[src/common/ses_pkg.sv]
`default_nettype none
package ses_pkg;
  // Common command codes presented by the command parser
  typedef enum logic [4:0] {
    SES_CMD_CLS, SES_CMD_ESE, SES_CMD_ESE_Q, SES_CMD_ESR_Q, SES_CMD_IDN_Q,
    SES_CMD_OPC, SES_CMD_OPC_Q, SES_CMD_RCL, SES_CMD_RST, SES_CMD_SAV,
    SES_CMD_SRE, SES_CMD_SRE_Q, SES_CMD_STB_Q, SES_CMD_TRG, SES_CMD_TST_Q,
    SES_CMD_WAI, SES_CMD_BAD
  } ses_cmd_e;

  // Response kinds placed on the response port
  typedef enum logic [2:0] {
    SES_RSP_NUM, SES_RSP_ONE, SES_RSP_IDN, SES_RSP_TST
  } ses_rsp_e;

  // Standard event bit positions
  localparam int SES_BIT_OPC = 0;
  localparam int SES_BIT_QYE = 2;
  localparam int SES_BIT_DDE = 3;
  localparam int SES_BIT_EXE = 4;
  localparam int SES_BIT_CME = 5;
  localparam int SES_BIT_URQ = 6;
  localparam int SES_BIT_PON = 7;
  // Event summary position in the status byte
  localparam int SES_BIT_ESB = 5;
  // Used bits: B0 and B2..B7; B1 and B8..B15 carry nothing
  localparam logic [15:0] SES_USED_MASK = 16'h00FD;
  localparam logic [15:0] SES_EVENT_RESET = 16'h0000;
  localparam logic [15:0] SES_ENABLE_RESET = 16'h0000;
  localparam logic [7:0] SES_SRE_RESET = 8'h00;
  localparam logic [7:0] SES_ASCII_ONE = 8'h31;
  localparam int SES_SETUP_SLOTS = 5;
  localparam int SES_SETUP_WIDTH = 16;
  localparam logic [15:0] SES_SETUP_DEFAULT = 16'h0000;
endpackage : ses_pkg
`default_nettype wire

[src/common/ses_mem_if.sv]
`timescale 1ns/1ps
`default_nettype none
interface ses_mem_if #(parameter int AW = 3, parameter int DW = 16);
  logic wr;
  logic [AW-1:0] addr;
  logic [DW-1:0] wdata;
  logic [DW-1:0] rdata;
  modport ctrl (output wr, output addr, output wdata, input rdata);
  modport mem (input wr, input addr, input wdata, output rdata);
endinterface : ses_mem_if
`default_nettype wire

[src/hw/ses_status_unit.sv]
// Summary of operation
// - Clear-status zeroes the event register, pulses clear_others
// - Clear-status idles both operation-complete trackers
// - Enable command loads 0..255 into enable mask
// - Event bits: OPC0 QYE2 DDE3 EXE4 CME5 URQ6 PON7
// - Masked event sets no summary bit
// - Any enabled event sets summary bit
// - Command and query errors always latch
// - Bit 1 and bits 8..15 stay zero
// - Enable query returns mask unchanged
// - Event query returns register then clears
// - OPC sets bit after pending work ends
// - OPC query queues ASCII one when idle
// - Service enable write and read back
// - Status byte query includes summary bit
// - Wait holds later commands until idle
// - Reset command restores default setup
// - Save/recall setup at parameter location
// - Self-test runs ROM checksum, returns result
// - Identification query returns identity response
// - Trigger pulses trig_pulse for one cycle
// - Event register cleared at power-up
// - Reading empty output queue raises query error
`timescale 1ns/1ps
`default_nettype none
module ses_status_unit #(
  parameter int ROM_WORDS = 16,
  parameter logic [7:0] ROM_SUM = 8'h00
) (
  // Clock and reset
  input wire logic clk,
  input wire logic srst,
  // Command from parser
  input wire logic cmd_valid,
  input wire ses_pkg::ses_cmd_e cmd_code,
  input wire logic [15:0] cmd_param,
  output logic cmd_ready,
  // Device activity and events
  input wire logic op_busy,
  input wire logic ev_dde,
  input wire logic ev_exe,
  input wire logic ev_urq,
  input wire logic read_empty,
  // Response to output queue
  output logic rsp_valid,
  output ses_pkg::ses_rsp_e rsp_kind,
  output logic [15:0] rsp_data,
  // Device side effects
  output logic trig_pulse,
  output logic [15:0] setup,
  output logic clear_others,
  // Status
  output logic [15:0] event_reg,
  output logic [15:0] enable_mask,
  output logic [7:0] status_byte
);
  typedef enum logic [1:0] {ST_IDLE, ST_WAIT, ST_RCL, ST_TST} ses_state_e;

  typedef struct packed {
    ses_state_e state;
    logic [15:0] esr;
    logic [15:0] ese;
    logic [7:0] sre;
    logic esb;
    logic opc_pend;
    logic opcq_pend;
    logic pon_seen;
    logic rsp_valid;
    ses_pkg::ses_rsp_e rsp_kind;
    logic [15:0] rsp_data;
    logic trig;
    logic [15:0] setup;
    logic clr;
    logic [7:0] stb;
  } ses_s;
  ses_s st;
  ses_s next_st;

  logic tst_start;
  logic tst_busy;
  logic tst_done;
  logic tst_pass;
  ses_mem_if #(.AW(3), .DW(ses_pkg::SES_SETUP_WIDTH)) mif ();

  ses_setup_mem #(.DEPTH(ses_pkg::SES_SETUP_SLOTS), .AW(3), .DW(ses_pkg::SES_SETUP_WIDTH)) u_mem (
    .clk(clk),
    .m(mif.mem)
  );

  ses_rom_check #(.WORDS(ROM_WORDS), .EXPECT(ROM_SUM)) u_rom (
    .clk(clk),
    .srst(srst),
    .start(tst_start),
    .busy(tst_busy),
    .done(tst_done),
    .pass(tst_pass)
  );

  function automatic logic summary(input logic [15:0] ev, input logic [15:0] en);
    summary = |(ev & en & ses_pkg::SES_USED_MASK);
  endfunction : summary

  function automatic logic [7:0] stb_of(input logic [7:0] sre, input logic esb);
    stb_of = 8'h00;
    stb_of[ses_pkg::SES_BIT_ESB] = esb;
    stb_of[6] = |(sre & stb_of);
  endfunction : stb_of

  logic accept;
  logic idle_now;
  logic [15:0] ev_set;
  assign idle_now = !op_busy && !tst_busy;
  // Commands arriving while work is pending wait here
  // A queued one-reply holds commands off until the device is idle and the reply goes out, so two replies never collide
  assign accept = cmd_valid && (st.state == ST_IDLE) && idle_now && !st.opcq_pend;
  assign tst_start = accept && (cmd_code == ses_pkg::SES_CMD_TST_Q);

  always_comb begin
    mif.wr = accept && (cmd_code == ses_pkg::SES_CMD_SAV);
    mif.addr = 3'(cmd_param);
    mif.wdata = st.setup;
  end

  always_comb begin
    next_st = st;
    next_st.rsp_valid = 1'b0;
    next_st.trig = 1'b0;
    next_st.clr = 1'b0;
    ev_set = 16'h0000;
    ev_set[ses_pkg::SES_BIT_DDE] = ev_dde;
    ev_set[ses_pkg::SES_BIT_EXE] = ev_exe;
    ev_set[ses_pkg::SES_BIT_URQ] = ev_urq;
    ev_set[ses_pkg::SES_BIT_QYE] = read_empty;
    ev_set[ses_pkg::SES_BIT_PON] = !st.pon_seen;
    next_st.pon_seen = 1'b1;
    if (st.opc_pend && idle_now && !cmd_valid) begin
      ev_set[ses_pkg::SES_BIT_OPC] = 1'b1;
      next_st.opc_pend = 1'b0;
    end
    if (st.opcq_pend && idle_now) begin
      next_st.rsp_valid = 1'b1;
      next_st.rsp_kind = ses_pkg::SES_RSP_ONE;
      next_st.rsp_data = {8'h00, ses_pkg::SES_ASCII_ONE};
      next_st.opcq_pend = 1'b0;
    end
    unique case (st.state)
      ST_IDLE: begin
        if (accept) begin
          unique case (cmd_code)
            ses_pkg::SES_CMD_CLS: begin
              next_st.esr = 16'h0000;
              next_st.clr = 1'b1;
              next_st.opc_pend = 1'b0;
              next_st.opcq_pend = 1'b0;
            end
            ses_pkg::SES_CMD_ESE: next_st.ese = {8'h00, cmd_param[7:0]};
            ses_pkg::SES_CMD_ESE_Q: begin
              next_st.rsp_valid = 1'b1;
              next_st.rsp_kind = ses_pkg::SES_RSP_NUM;
              next_st.rsp_data = st.ese;
            end
            ses_pkg::SES_CMD_ESR_Q: begin
              next_st.rsp_valid = 1'b1;
              next_st.rsp_kind = ses_pkg::SES_RSP_NUM;
              next_st.rsp_data = st.esr;
              next_st.esr = 16'h0000;
            end
            ses_pkg::SES_CMD_IDN_Q: begin
              next_st.rsp_valid = 1'b1;
              next_st.rsp_kind = ses_pkg::SES_RSP_IDN;
              next_st.rsp_data = 16'h0000;
            end
            ses_pkg::SES_CMD_OPC: next_st.opc_pend = 1'b1;
            ses_pkg::SES_CMD_OPC_Q: next_st.opcq_pend = 1'b1;
            ses_pkg::SES_CMD_RCL: begin
              if (int'(cmd_param) < ses_pkg::SES_SETUP_SLOTS) next_st.state = ST_RCL;
              else ev_set[ses_pkg::SES_BIT_EXE] = 1'b1;
            end
            ses_pkg::SES_CMD_RST: next_st.setup = ses_pkg::SES_SETUP_DEFAULT;
            ses_pkg::SES_CMD_SAV: begin
              if (int'(cmd_param) >= ses_pkg::SES_SETUP_SLOTS) ev_set[ses_pkg::SES_BIT_EXE] = 1'b1;
            end
            ses_pkg::SES_CMD_SRE: next_st.sre = cmd_param[7:0];
            ses_pkg::SES_CMD_SRE_Q: begin
              next_st.rsp_valid = 1'b1;
              next_st.rsp_kind = ses_pkg::SES_RSP_NUM;
              next_st.rsp_data = {8'h00, st.sre};
            end
            ses_pkg::SES_CMD_STB_Q: begin
              next_st.rsp_valid = 1'b1;
              next_st.rsp_kind = ses_pkg::SES_RSP_NUM;
              next_st.rsp_data = {8'h00, stb_of(st.sre, st.esb)};
            end
            ses_pkg::SES_CMD_TRG: next_st.trig = 1'b1;
            ses_pkg::SES_CMD_TST_Q: next_st.state = ST_TST;
            ses_pkg::SES_CMD_WAI: next_st.state = ST_WAIT;
            default: ev_set[ses_pkg::SES_BIT_CME] = 1'b1;
          endcase
        end
      end
      ST_RCL: begin
        next_st.setup = mif.rdata;
        next_st.state = ST_IDLE;
      end
      ST_TST: begin
        if (tst_done) begin
          next_st.rsp_valid = 1'b1;
          next_st.rsp_kind = ses_pkg::SES_RSP_TST;
          next_st.rsp_data = {15'h0000, !tst_pass};
          next_st.state = ST_IDLE;
        end
      end
      ST_WAIT: begin
        // Later commands stay refused until the device is idle again
        if (idle_now) next_st.state = ST_IDLE;
      end
    endcase
    // New events win over the clear in the same cycle
    next_st.esr = (next_st.esr | ev_set) & ses_pkg::SES_USED_MASK;
    next_st.esb = summary(next_st.esr, next_st.ese);
    next_st.stb = stb_of(next_st.sre, next_st.esb);
    // The only reset is the power-on one, so power-on is reported after each release
    if (srst) begin
      next_st = '0;
      next_st.state = ST_IDLE;
      next_st.esr = ses_pkg::SES_EVENT_RESET;
      next_st.ese = ses_pkg::SES_ENABLE_RESET;
      next_st.sre = ses_pkg::SES_SRE_RESET;
      next_st.setup = ses_pkg::SES_SETUP_DEFAULT;
    end
  end

  always_ff @(posedge clk) begin
    st <= next_st;
  end

  // Ready stays combinational so a device turning busy refuses in that same cycle
  assign cmd_ready = (st.state == ST_IDLE) && idle_now && !st.opcq_pend;
  assign rsp_valid = st.rsp_valid;
  assign rsp_kind = st.rsp_kind;
  assign rsp_data = st.rsp_data;
  assign trig_pulse = st.trig;
  assign setup = st.setup;
  assign clear_others = st.clr;
  assign event_reg = st.esr;
  assign enable_mask = st.ese;
  assign status_byte = st.stb;

  chk_unused_bits_zero: assert property (
    @(posedge clk) disable iff (srst) (st.esr & ~ses_pkg::SES_USED_MASK) == 16'h0000)
    else $error("unused event bit set");
  chk_summary_matches: assert property (
    @(posedge clk) disable iff (srst) status_byte[ses_pkg::SES_BIT_ESB] == (|(event_reg & enable_mask)))
    else $error("summary mismatch");
  chk_ese_load: assert property (
    @(posedge clk) disable iff (srst)
    accept && cmd_code == ses_pkg::SES_CMD_ESE |=> st.ese == {8'h00, $past(cmd_param[7:0])})
    else $error("enable mask not loaded");
  chk_esr_read_clear: assert property (
    @(posedge clk) disable iff (srst)
    accept && cmd_code == ses_pkg::SES_CMD_ESR_Q && ev_set == 16'h0000
    |=> rsp_valid && rsp_data == $past(st.esr) && st.esr == 16'h0000)
    else $error("event query wrong");
  chk_cmd_error: assert property (
    @(posedge clk) disable iff (srst)
    accept && cmd_code == ses_pkg::SES_CMD_BAD |=> st.esr[ses_pkg::SES_BIT_CME])
    else $error("command error lost");
  chk_query_error: assert property (
    @(posedge clk) disable iff (srst) read_empty |=> st.esr[ses_pkg::SES_BIT_QYE])
    else $error("query error lost");
  chk_cls_idle: assert property (
    @(posedge clk) disable iff (srst)
    accept && cmd_code == ses_pkg::SES_CMD_CLS |=> !st.opc_pend && !st.opcq_pend)
    else $error("trackers not idled");
  chk_wait_hold: assert property (
    @(posedge clk) disable iff (srst) op_busy |-> !cmd_ready)
    else $error("command taken while busy");
  chk_ese_query: assert property (
    @(posedge clk) disable iff (srst)
    accept && cmd_code == ses_pkg::SES_CMD_ESE_Q |=> rsp_data == $past(st.ese) && st.ese == $past(st.ese))
    else $error("enable query wrong");
  chk_sre_load: assert property (
    @(posedge clk) disable iff (srst)
    accept && cmd_code == ses_pkg::SES_CMD_SRE |=> st.sre == $past(cmd_param[7:0]))
    else $error("service enable not loaded");
  chk_cls_pulse: assert property (
    @(posedge clk) disable iff (srst) accept && cmd_code == ses_pkg::SES_CMD_CLS |=> clear_others)
    else $error("clear of other registers missing");
  chk_opc_waits: assert property (
    @(posedge clk) disable iff (srst) st.opc_pend && !idle_now |=> st.opc_pend)
    else $error("operation complete left waiting early");
  chk_opc_sets: assert property (
    @(posedge clk) disable iff (srst)
    st.opc_pend && idle_now && !cmd_valid |=> st.esr[ses_pkg::SES_BIT_OPC])
    else $error("operation complete bit not set");
  chk_one_reply: assert property (
    @(posedge clk) disable iff (srst)
    st.opcq_pend && idle_now |=> rsp_valid && rsp_kind == ses_pkg::SES_RSP_ONE
    && rsp_data == {8'h00, ses_pkg::SES_ASCII_ONE})
    else $error("one reply missing");
  chk_wai_refuses: assert property (
    @(posedge clk) disable iff (srst) st.state == ST_WAIT |-> !cmd_ready)
    else $error("command taken while waiting");
  chk_trig_pulse: assert property (
    @(posedge clk) disable iff (srst) accept && cmd_code == ses_pkg::SES_CMD_TRG |=> trig_pulse)
    else $error("trigger pulse missing");
  chk_test_reply: assert property (
    @(posedge clk) disable iff (srst)
    st.state == ST_TST && tst_done |=> rsp_valid && rsp_kind == ses_pkg::SES_RSP_TST)
    else $error("self-test reply missing");
  chk_slot_range: assert property (
    @(posedge clk) disable iff (srst)
    accept && (cmd_code == ses_pkg::SES_CMD_SAV || cmd_code == ses_pkg::SES_CMD_RCL)
    && int'(cmd_param) >= ses_pkg::SES_SETUP_SLOTS |=> st.esr[ses_pkg::SES_BIT_EXE])
    else $error("bad slot not flagged");
  chk_rst_default: assert property (
    @(posedge clk) disable iff (srst)
    accept && cmd_code == ses_pkg::SES_CMD_RST |=> setup == ses_pkg::SES_SETUP_DEFAULT)
    else $error("setup not restored");
endmodule : ses_status_unit
`default_nettype wire

[src/hw/ses_setup_mem.sv]
`timescale 1ns/1ps
`default_nettype none
module ses_setup_mem #(
  parameter int DEPTH = 5,
  parameter int AW = 3,
  parameter int DW = 16
) (
  // Clock
  input wire logic clk,
  // Port
  ses_mem_if.mem m
);
  typedef struct packed {
    logic [DEPTH-1:0][DW-1:0] cells;
    logic [DW-1:0] rdata;
  } ses_mem_s;
  ses_mem_s st;
  ses_mem_s next_st;

  initial begin
    if (DEPTH > (1 << AW)) $error("ses_setup_mem: DEPTH exceeds address range");
  end

  // No reset: stored setups survive a device reset by design
  always_comb begin
    next_st = st;
    if (m.wr && (int'(m.addr) < DEPTH)) begin
      next_st.cells[m.addr] = m.wdata;
    end
    next_st.rdata = (int'(m.addr) < DEPTH) ? st.cells[m.addr] : '0;
  end

  always_ff @(posedge clk) begin
    st <= next_st;
  end

  assign m.rdata = st.rdata;
endmodule : ses_setup_mem
`default_nettype wire

[src/hw/ses_rom_check.sv]
`timescale 1ns/1ps
`default_nettype none
module ses_rom_check #(
  parameter int WORDS = 16,
  parameter logic [7:0] EXPECT = 8'h00
) (
  // Clock and reset
  input wire logic clk,
  input wire logic srst,
  // Control
  input wire logic start,
  output logic busy,
  output logic done,
  output logic pass
);
  localparam int CW = $clog2(WORDS + 1);
  typedef struct packed {
    logic run;
    logic [CW-1:0] idx;
    logic [7:0] sum;
    logic done;
    logic pass;
  } ses_rom_s;
  ses_rom_s st;
  ses_rom_s next_st;

  initial begin
    if (WORDS < 1) $error("ses_rom_check: WORDS must be positive");
  end

  // Program memory contents stand in as a fixed table
  function automatic logic [7:0] rom_word(input logic [CW-1:0] i);
    rom_word = 8'(i) ^ 8'hA5;
  endfunction : rom_word

  always_comb begin
    next_st = st;
    next_st.done = 1'b0;
    if (st.run) begin
      next_st.sum = st.sum + rom_word(st.idx);
      next_st.idx = st.idx + CW'(1);
      if (int'(st.idx) == WORDS - 1) begin
        next_st.run = 1'b0;
        next_st.done = 1'b1;
        next_st.pass = ((st.sum + rom_word(st.idx)) == EXPECT);
      end
    end else if (start) begin
      next_st.run = 1'b1;
      next_st.idx = '0;
      next_st.sum = 8'h00;
    end
    if (srst) begin
      next_st = '0;
    end
  end

  always_ff @(posedge clk) begin
    st <= next_st;
  end

  assign busy = st.run;
  assign done = st.done;
  assign pass = st.pass;
endmodule : ses_rom_check
`default_nettype wire

[config.mk]
export PLATFORM = sky130hd
export DESIGN_NAME = ses_status_unit
export DESIGN_NICKNAME = d
export VERILOG_FILES = /design/src/common/ses_pkg.sv /design/src/common/ses_mem_if.sv /design/src/hw/ses_status_unit.sv /design/src/hw/ses_setup_mem.sv /design/src/hw/ses_rom_check.sv
export SDC_FILE = /design/constraint.sdc
export NUM_CORES = 1
export LEC_CHECK = 0
export ABC_AREA = 1
export BUFFER_PORTS_ARGS = -buffer_cell sky130_fd_sc_hd__buf_2
export CAP_MARGIN = 0
export CORE_MARGIN = 10
export CORE_UTILIZATION = 45
export CTS_BUF_LIST = sky130_fd_sc_hd__clkbuf_4
export DETAILED_ROUTE_END_ITERATION = 8
export SLEW_MARGIN = 10
export SYNTH_ARGS = -nofsm -noshare
export SYNTH_HDL_FRONTEND = slang
export SYNTH_SLANG_ARGS = --single-unit
export TNS_END_PERCENT = 100
[constraint.sdc]
create_clock -name clk -period 5.3 [get_ports clk]
set_clock_uncertainty 0.2 [all_clocks]
set_input_delay 0.53 -clock clk [delete_from_list [all_inputs] [get_ports clk]]
set_output_delay 0.53 -clock clk [all_outputs]
set_load 0.02 [all_outputs]
## Yosys cells after proc, flatten, opt, wreduce, memory -nomap -nowiden

Cells that the tools add are included.

| storage, ports and cells | value |
|---|---|
| register bits | 195 |
| output and inout port bits | 79 |

| operators by class | value |
|---|---|
| add/sub/neg operators | 2 |
| magnitude comparators | 5 |
| equal/unequal tests | 25 |
| muxes and demuxes | 44 |
| bitwise operators | 8 |
| reduce and logical (&&, ||, !) cells | 34 |

Operators by type and width:

| cell | number |
|---|---|
| $pmux W20 S5 | 1 |
| $bwmux W80 | 1 |
| $mux W16 | 4 |
| $bmux W16 S3 | 1 |
| $demux W16 S3 | 1 |
| $mux W47 | 1 |
| $mux W42 | 1 |
| $eq A5 B4 Y1 const B | 8 |
| $mux W20 | 2 |
| $pmux W20 S2 | 1 |
| $mux W38 | 1 |
| $mux W32 | 1 |
| $pmux W16 S2 | 1 |
| $mux W14 | 2 |
| $eq A5 B3 Y1 const B | 4 |
| $and A8 B6 Y8 | 2 |
| $ge A16 B3 Y1 const B | 1 |
| $lt A16 B3 Y1 const B | 1 |
| $mux W2 | 8 |
| $mux W8 | 2 |
| $reduce_or A16 Y1 | 1 |
| $reduce_or A8 Y1 | 2 |
| $logic_and A1 B1 Y1 | 13 |
| $mux W1 | 11 |
| 32 further kinds | 47 |

## Depth between registers and ports, before layout

| depth | value |
|---|---|
| depth in word-level cells | 12 |
| gate-level depth with buffers | 14 |
| depth with buffers taken out | 13 |

## Cells and area by module

Synthesis repeated with hierarchy kept, for this count alone.

| unflattened totals | value |
|---|---|
| cells, all modules | 975 |
| area total of the unflattened synthesis | 8,526.9 um^2 |

By module, submodules not included:

| module | instances | cells each | area an instance (um^2) |
|---|---|---|---|
| ses_setup_mem | 1 | 330 | 3,931.3 |
| ses_status_unit | 1 | 510 | 3,657.3 |
| ses_rom_check | 1 | 135 | 938.4 |

## Least setup slack after synthesis

No wires, ideal clock.

| timing | value |
|---|---|
| path kind | register to register |
| start point | register st[90] (netlist name) |
| end point | register u_mem.st[16] (netlist name), enable pin |
| library setup time | 409 ps |
| data arrival time | 2,644 ps |
| data required time | 4,691 ps |
| setup slack | 2,047 ps |
| stages on the path, launching flop included | 11 |
| path buffers | 2 |
| clock period less this slack | 3,253 ps |
| path through | dfxtp_1 > inv_1 > ha_1 > buf_4 > nand2_1 > nor3_4 > buf_4 > nand4_1 > inv_1 > nand2_1 > nor3_1 |

| between the ends | value |
|---|---|
| cells in the longest elaborated chain, start to end | 6 |

Ends and longest elaborated chain:

| element | RTL line | text |
|---|---|---|
| from (decl) | ses_status_unit.sv:76 | `ses_s st;` |
| from (signal assigned) | ses_status_unit.sv:234 | `st <= next_st;` |
| $logic_not A2 Y1 | ses_status_unit.sv:115 | `assign accept = cmd_valid && (st.state == ST_IDLE) && idle_now && !st.opcq_pend;` |
| $logic_and A1 B1 Y1 (3 in series) | ses_status_unit.sv:115 |  |
| $logic_and A1 B1 Y1 | ses_status_unit.sv:119 | `mif.wr = accept && (cmd_code == ses_pkg::SES_CMD_SAV);` |
| $logic_and A1 B1 Y1 | ses_setup_mem.sv:27 | `if (m.wr && (int'(m.addr) < DEPTH)) begin` |
| to (signal assigned) | ses_setup_mem.sv:34 | `st <= next_st;` |
| to (decl) | ses_setup_mem.sv:17 | `ses_mem_s st;` |

Every way passes these cells.
A chain may end at the register's enable or synchronous reset.

## Worst setup path in the final report

| timing | value |
|---|---|
| start point | register st[90] (netlist name) |
| end point | register u_mem.st[68] (netlist name), enable pin |

Same word-level chain as after synthesis.

==> summary.md <==
| Metric | Value |
|---|---|
| Status | `complete, no violations` |
| M3 GR Usage | `4.60%` |
| Cell Area, Synth | `7990 µm²` |
| Synth async-reset ratio | `0%` |
| Top reg by flops | `u_mem.st` |
| Die footprint | `23,500 µm²` |
| Cell-internal power | `0.00175 W` |
| Non-filler cells, final | `1,171` |
| FP Rows | `48` |
| Synth area leaders | `edfxtp_1 30%, dfxtp_1 25%, nand2_1 8.9%` |
| Gr ovfl total | `0` |
| Total Routed Length | `18.4 mm` |
| Final Hold Viols | `0` |
| Vias | `5,811` |
| Data arrival time of the worst path | `3.58 ns` |
| Ports | `roughly 110` |
| Leakage power | `about 3.7 nW` |
| RSZ-0062 raised after global routing | `false` |
| Mean Syn Cell Area | `8.82 µm²` |
| Sequential Power Share | `roughly three fifths` |
| Final setup fails | `0` |
| Worst path slowest cell | `nor3_2` |
| Synth area leader | `edfxtp_1` |
| Achievable frequency | `about 280 MHz` |
| CTS Root Cell | `clkbuf_4` |
| Met2 usage | `25.1%` |
| Gr busiest metal | `met2` |
| Post-CTS Setup Inserts | `0` |
| Netlist cell types | `39` |
| Die height | `153 µm` |
| Setup Crit Path Kind | `reg -> reg` |
| Setup TNS | `0 ns` |
| Area grow syn2layout | `5.62%` |
| CP max FO | `16` |
| Clock Sinks | `180` |
| Post-cts resize count | `0` |
| CP endpoint kind | `register` |
| Worst vdd ir | `0.000168 V` |
| Gpl congestion | `roughly 0.83` |
| Pre-Repair DR Iteration Count | `7` |
| Simple-gate area share of the yosys netlist | `20.9%` |
| Mux share of post-synthesis cell area | `0%` |
| Routed WL per cell | `around 16 µm` |
| EDFF count, synth | `80` |
| Largest net degree at the start of global routing | `47` |
| Initial core utilization | `around 46%` |
| Period Utilization, post-route | `67.6%` |
| Hold crit path type | `in -> reg` |
| Drt drc | `0` |
| Most instantiated cells after synthesis | `190 x nand2_1, 101 x nor2_1, 100 x dfxtp_1` |
| Yosys warning count | `0` |
| Max-cap violations | `0` |
| Antenna viol nets, final | `0` |
| Register area share after synthesis | `55.1%` |
| Synthesized instance count | `906` |
| Startpoint Class | `register` |
| Critical path cell sequence | `inv_1, ha_1, nand2_1, nor3_4, nand4_1, inv_1, nand2_1, nor3_2` |
| Net Sw Frac | `26.8%` |
| Share of cells above drive strength 1 | `15.0%` |
| Top-count cell post-synth | `nand2_1` |
| Measured slew at the worst slew-check pin | `1.17 ns` |
| Max clock buf depth | `2` |
| Synth Area in Compound Gates | `9.50%` |
| Htree depth | `4` |
| Inst Count DP | `1,133` |
| Post-synthesis xor/xnor area fraction | `0.438%` |
| Post-synthesis adder-cell area fraction | `between 1.5 and 2%` |
| HPWL after DPL | `about 12 mm` |
| Total GRT Usage | `15.6%` |
| WP data required | `about 5.3 ns` |
| Largest family of logic cells by synthesized area | `simple AND/OR/NAND/NOR gates` |
| Synthesis-stage register bit count | `180` |
| Power Density | `283 nW/µm²` |
| Fin. max-slew vios | `0` |
| Tmin final | `between 3 and 4 ns` |
| Core Region | `17,400 µm²` |
| Initial DRC count | `480` |
| Max FFs per register | `80` |
| Met1 GRT Util | `20.2%` |
| NetSw | `approximately 0.00064 W` |
| Clock Latency Late Sink | `0.58 ns` |
| Vias per cell | `between 4 and 5` |
| CTS clk-pin slew, worst paths | `between 0.1 and 0.15 ns` |
| CTS tree | `yes` |
| IO buf count | `84` |
| Wire length of the first global-routing pass | `29.9 mm` |
| Rel. slew slack | `about 22%` |
| Slowest Stage Delay on Critical Path | `0.91 ns` |
| Combinational power share | `about 7.7%` |
| Number of global-route vias before repair | `5,591` |
| Ys flop type | `dfxtp_1` |
| Clk pwr share | `between 30 and 40%` |
| CTS Buf Count | `17` |
| Die width | `153 µm` |
| Antenna violations before repair | `1` |
| Final Net Count | `973` |
| Area share of the largest cell type after synthesis | `between 30% and 40%` |
==> power by group through the flow <==
stage	Clock [W]	Combinational [W]	Sequential (W)
after floorplan	0	0.000153	0.00150
after global placement	0	0.000181	0.00150
after detailed placement	0	0.000182	0.00150
after CTS	0.000756	0.000185	0.00147
after global routing	0.000816	0.000207	0.00147
final	0.000737	0.000184	0.00147
==> metal layers <==
layer	wire, µm	share of wire [%]
met1	8560	46
met2	8700	47
met3	1060	5.8
met4	122	0.66
met5	0	0
==> kinds of logic (layout without fill, tap and decap cells) <==
kind of cell | count (synthesis) | after routing
AND/OR/NAND/NOR | 395 | 395
flip-flops | 180 | 180
other | 1 | 24
buffers and inverters | 176 | 193
XOR/XNOR | 4 | 4
adder cells (fa/ha/maj) | 12 | 12
AO/OA/AOI/OAI | 138 | 138
==> stage by stage <==
step	setup WS (ns)	hold slack (ns)	power (W)	utilization, %	instance area [µm²]
floorplan	2.05	0.212	0.00165	-	8080
global route	1.41	0.0158	0.00249	48.6	8440
finish	1.72	0.0478	0.00239	48.6	8440
CTS	1.71	0.00470	0.00241	48.6	8440
global placement	1.76	0.222	0.00168	46.8	8130
detailed placement	1.66	0.223	0.00168	46.8	8130
==> critical path: cells and delay by family (launching register included) <==
| kind | cells | cell delay [ns] |
|---|---|---|
| adder cells (fa/ha/maj) | 1 | 0.40 |
| buffers and inverters | 2 | 0.25 |
| AND/OR/NAND/NOR | 5 | 2.02 |
| flip-flops | 1 | 0.36 |
==> path summary, 6_finish.rpt <==
kind               start      endpoint  slack [ns]  cells past startpoint
setup / recovery  st[90]  u_mem.st[68]        1.72                      8
setup reg to reg  st[90]  u_mem.st[68]        1.72                      8
hold reg to reg   st[46]  event_reg[7]        0.24                      1
hold / removal    ev_exe  event_reg[4]        0.05                      3
==> cell type report <==
| class | instances | area (µm²) |
|---|---|---|
| fill | 1693 | 8910 |
| clock inverter | 14 | 125 |
| timing repair buffer | 94 | 508 |
| multi-input combinational | 572 | 2730 |
| tap | 225 | 282 |
| inverter | 67 | 251 |
| antenna | 1 | 2.50 |
| sequential | 180 | 4400 |
| clock buffer | 18 | 135 |
==> cells in the final DEF, fill, tap and decap left out, types with 2 or more instances in the layout <==
cell | Yosys | final
nor2_2 | 3 | 3
a21oi_1 | 54 | 54
nand3_2 | 2 | 2
o21ai_0 | 56 | 56
inv_8 | 0 | 2
or2_2 | 5 | 5
buf_4 | 77 | 5
nand3_1 | 67 | 67
ha_1 | 11 | 11
nand2_2 | 2 | 2
inv_6 | 0 | 3
edfxtp_1 | 80 | 80
nor3_1 | 10 | 5
nand2_1 | 190 | 190
clkbuf_4 | 0 | 18
clkinv_2 | 0 | 4
nor2_1 | 101 | 101
inv_2 | 1 | 2
nand4_1 | 10 | 10
nor3_2 | 0 | 5
dlygate4sd3_1 | 0 | 5
o211ai_1 | 16 | 16
a31oi_1 | 3 | 3
conb_1 | 1 | 23
xor2_1 | 3 | 3
inv_1 | 65 | 65
buf_2 | 4 | 84
a211oi_1 | 4 | 4
dfxtp_1 | 100 | 100
==> repair_timing <==
item                                    CTS  global route
hold endpoints to repair                  6             0
hold buffers                              5             0
endpoints found under the setup margin    0             0
No activity file was read; power rests on OpenSTA's default activity.
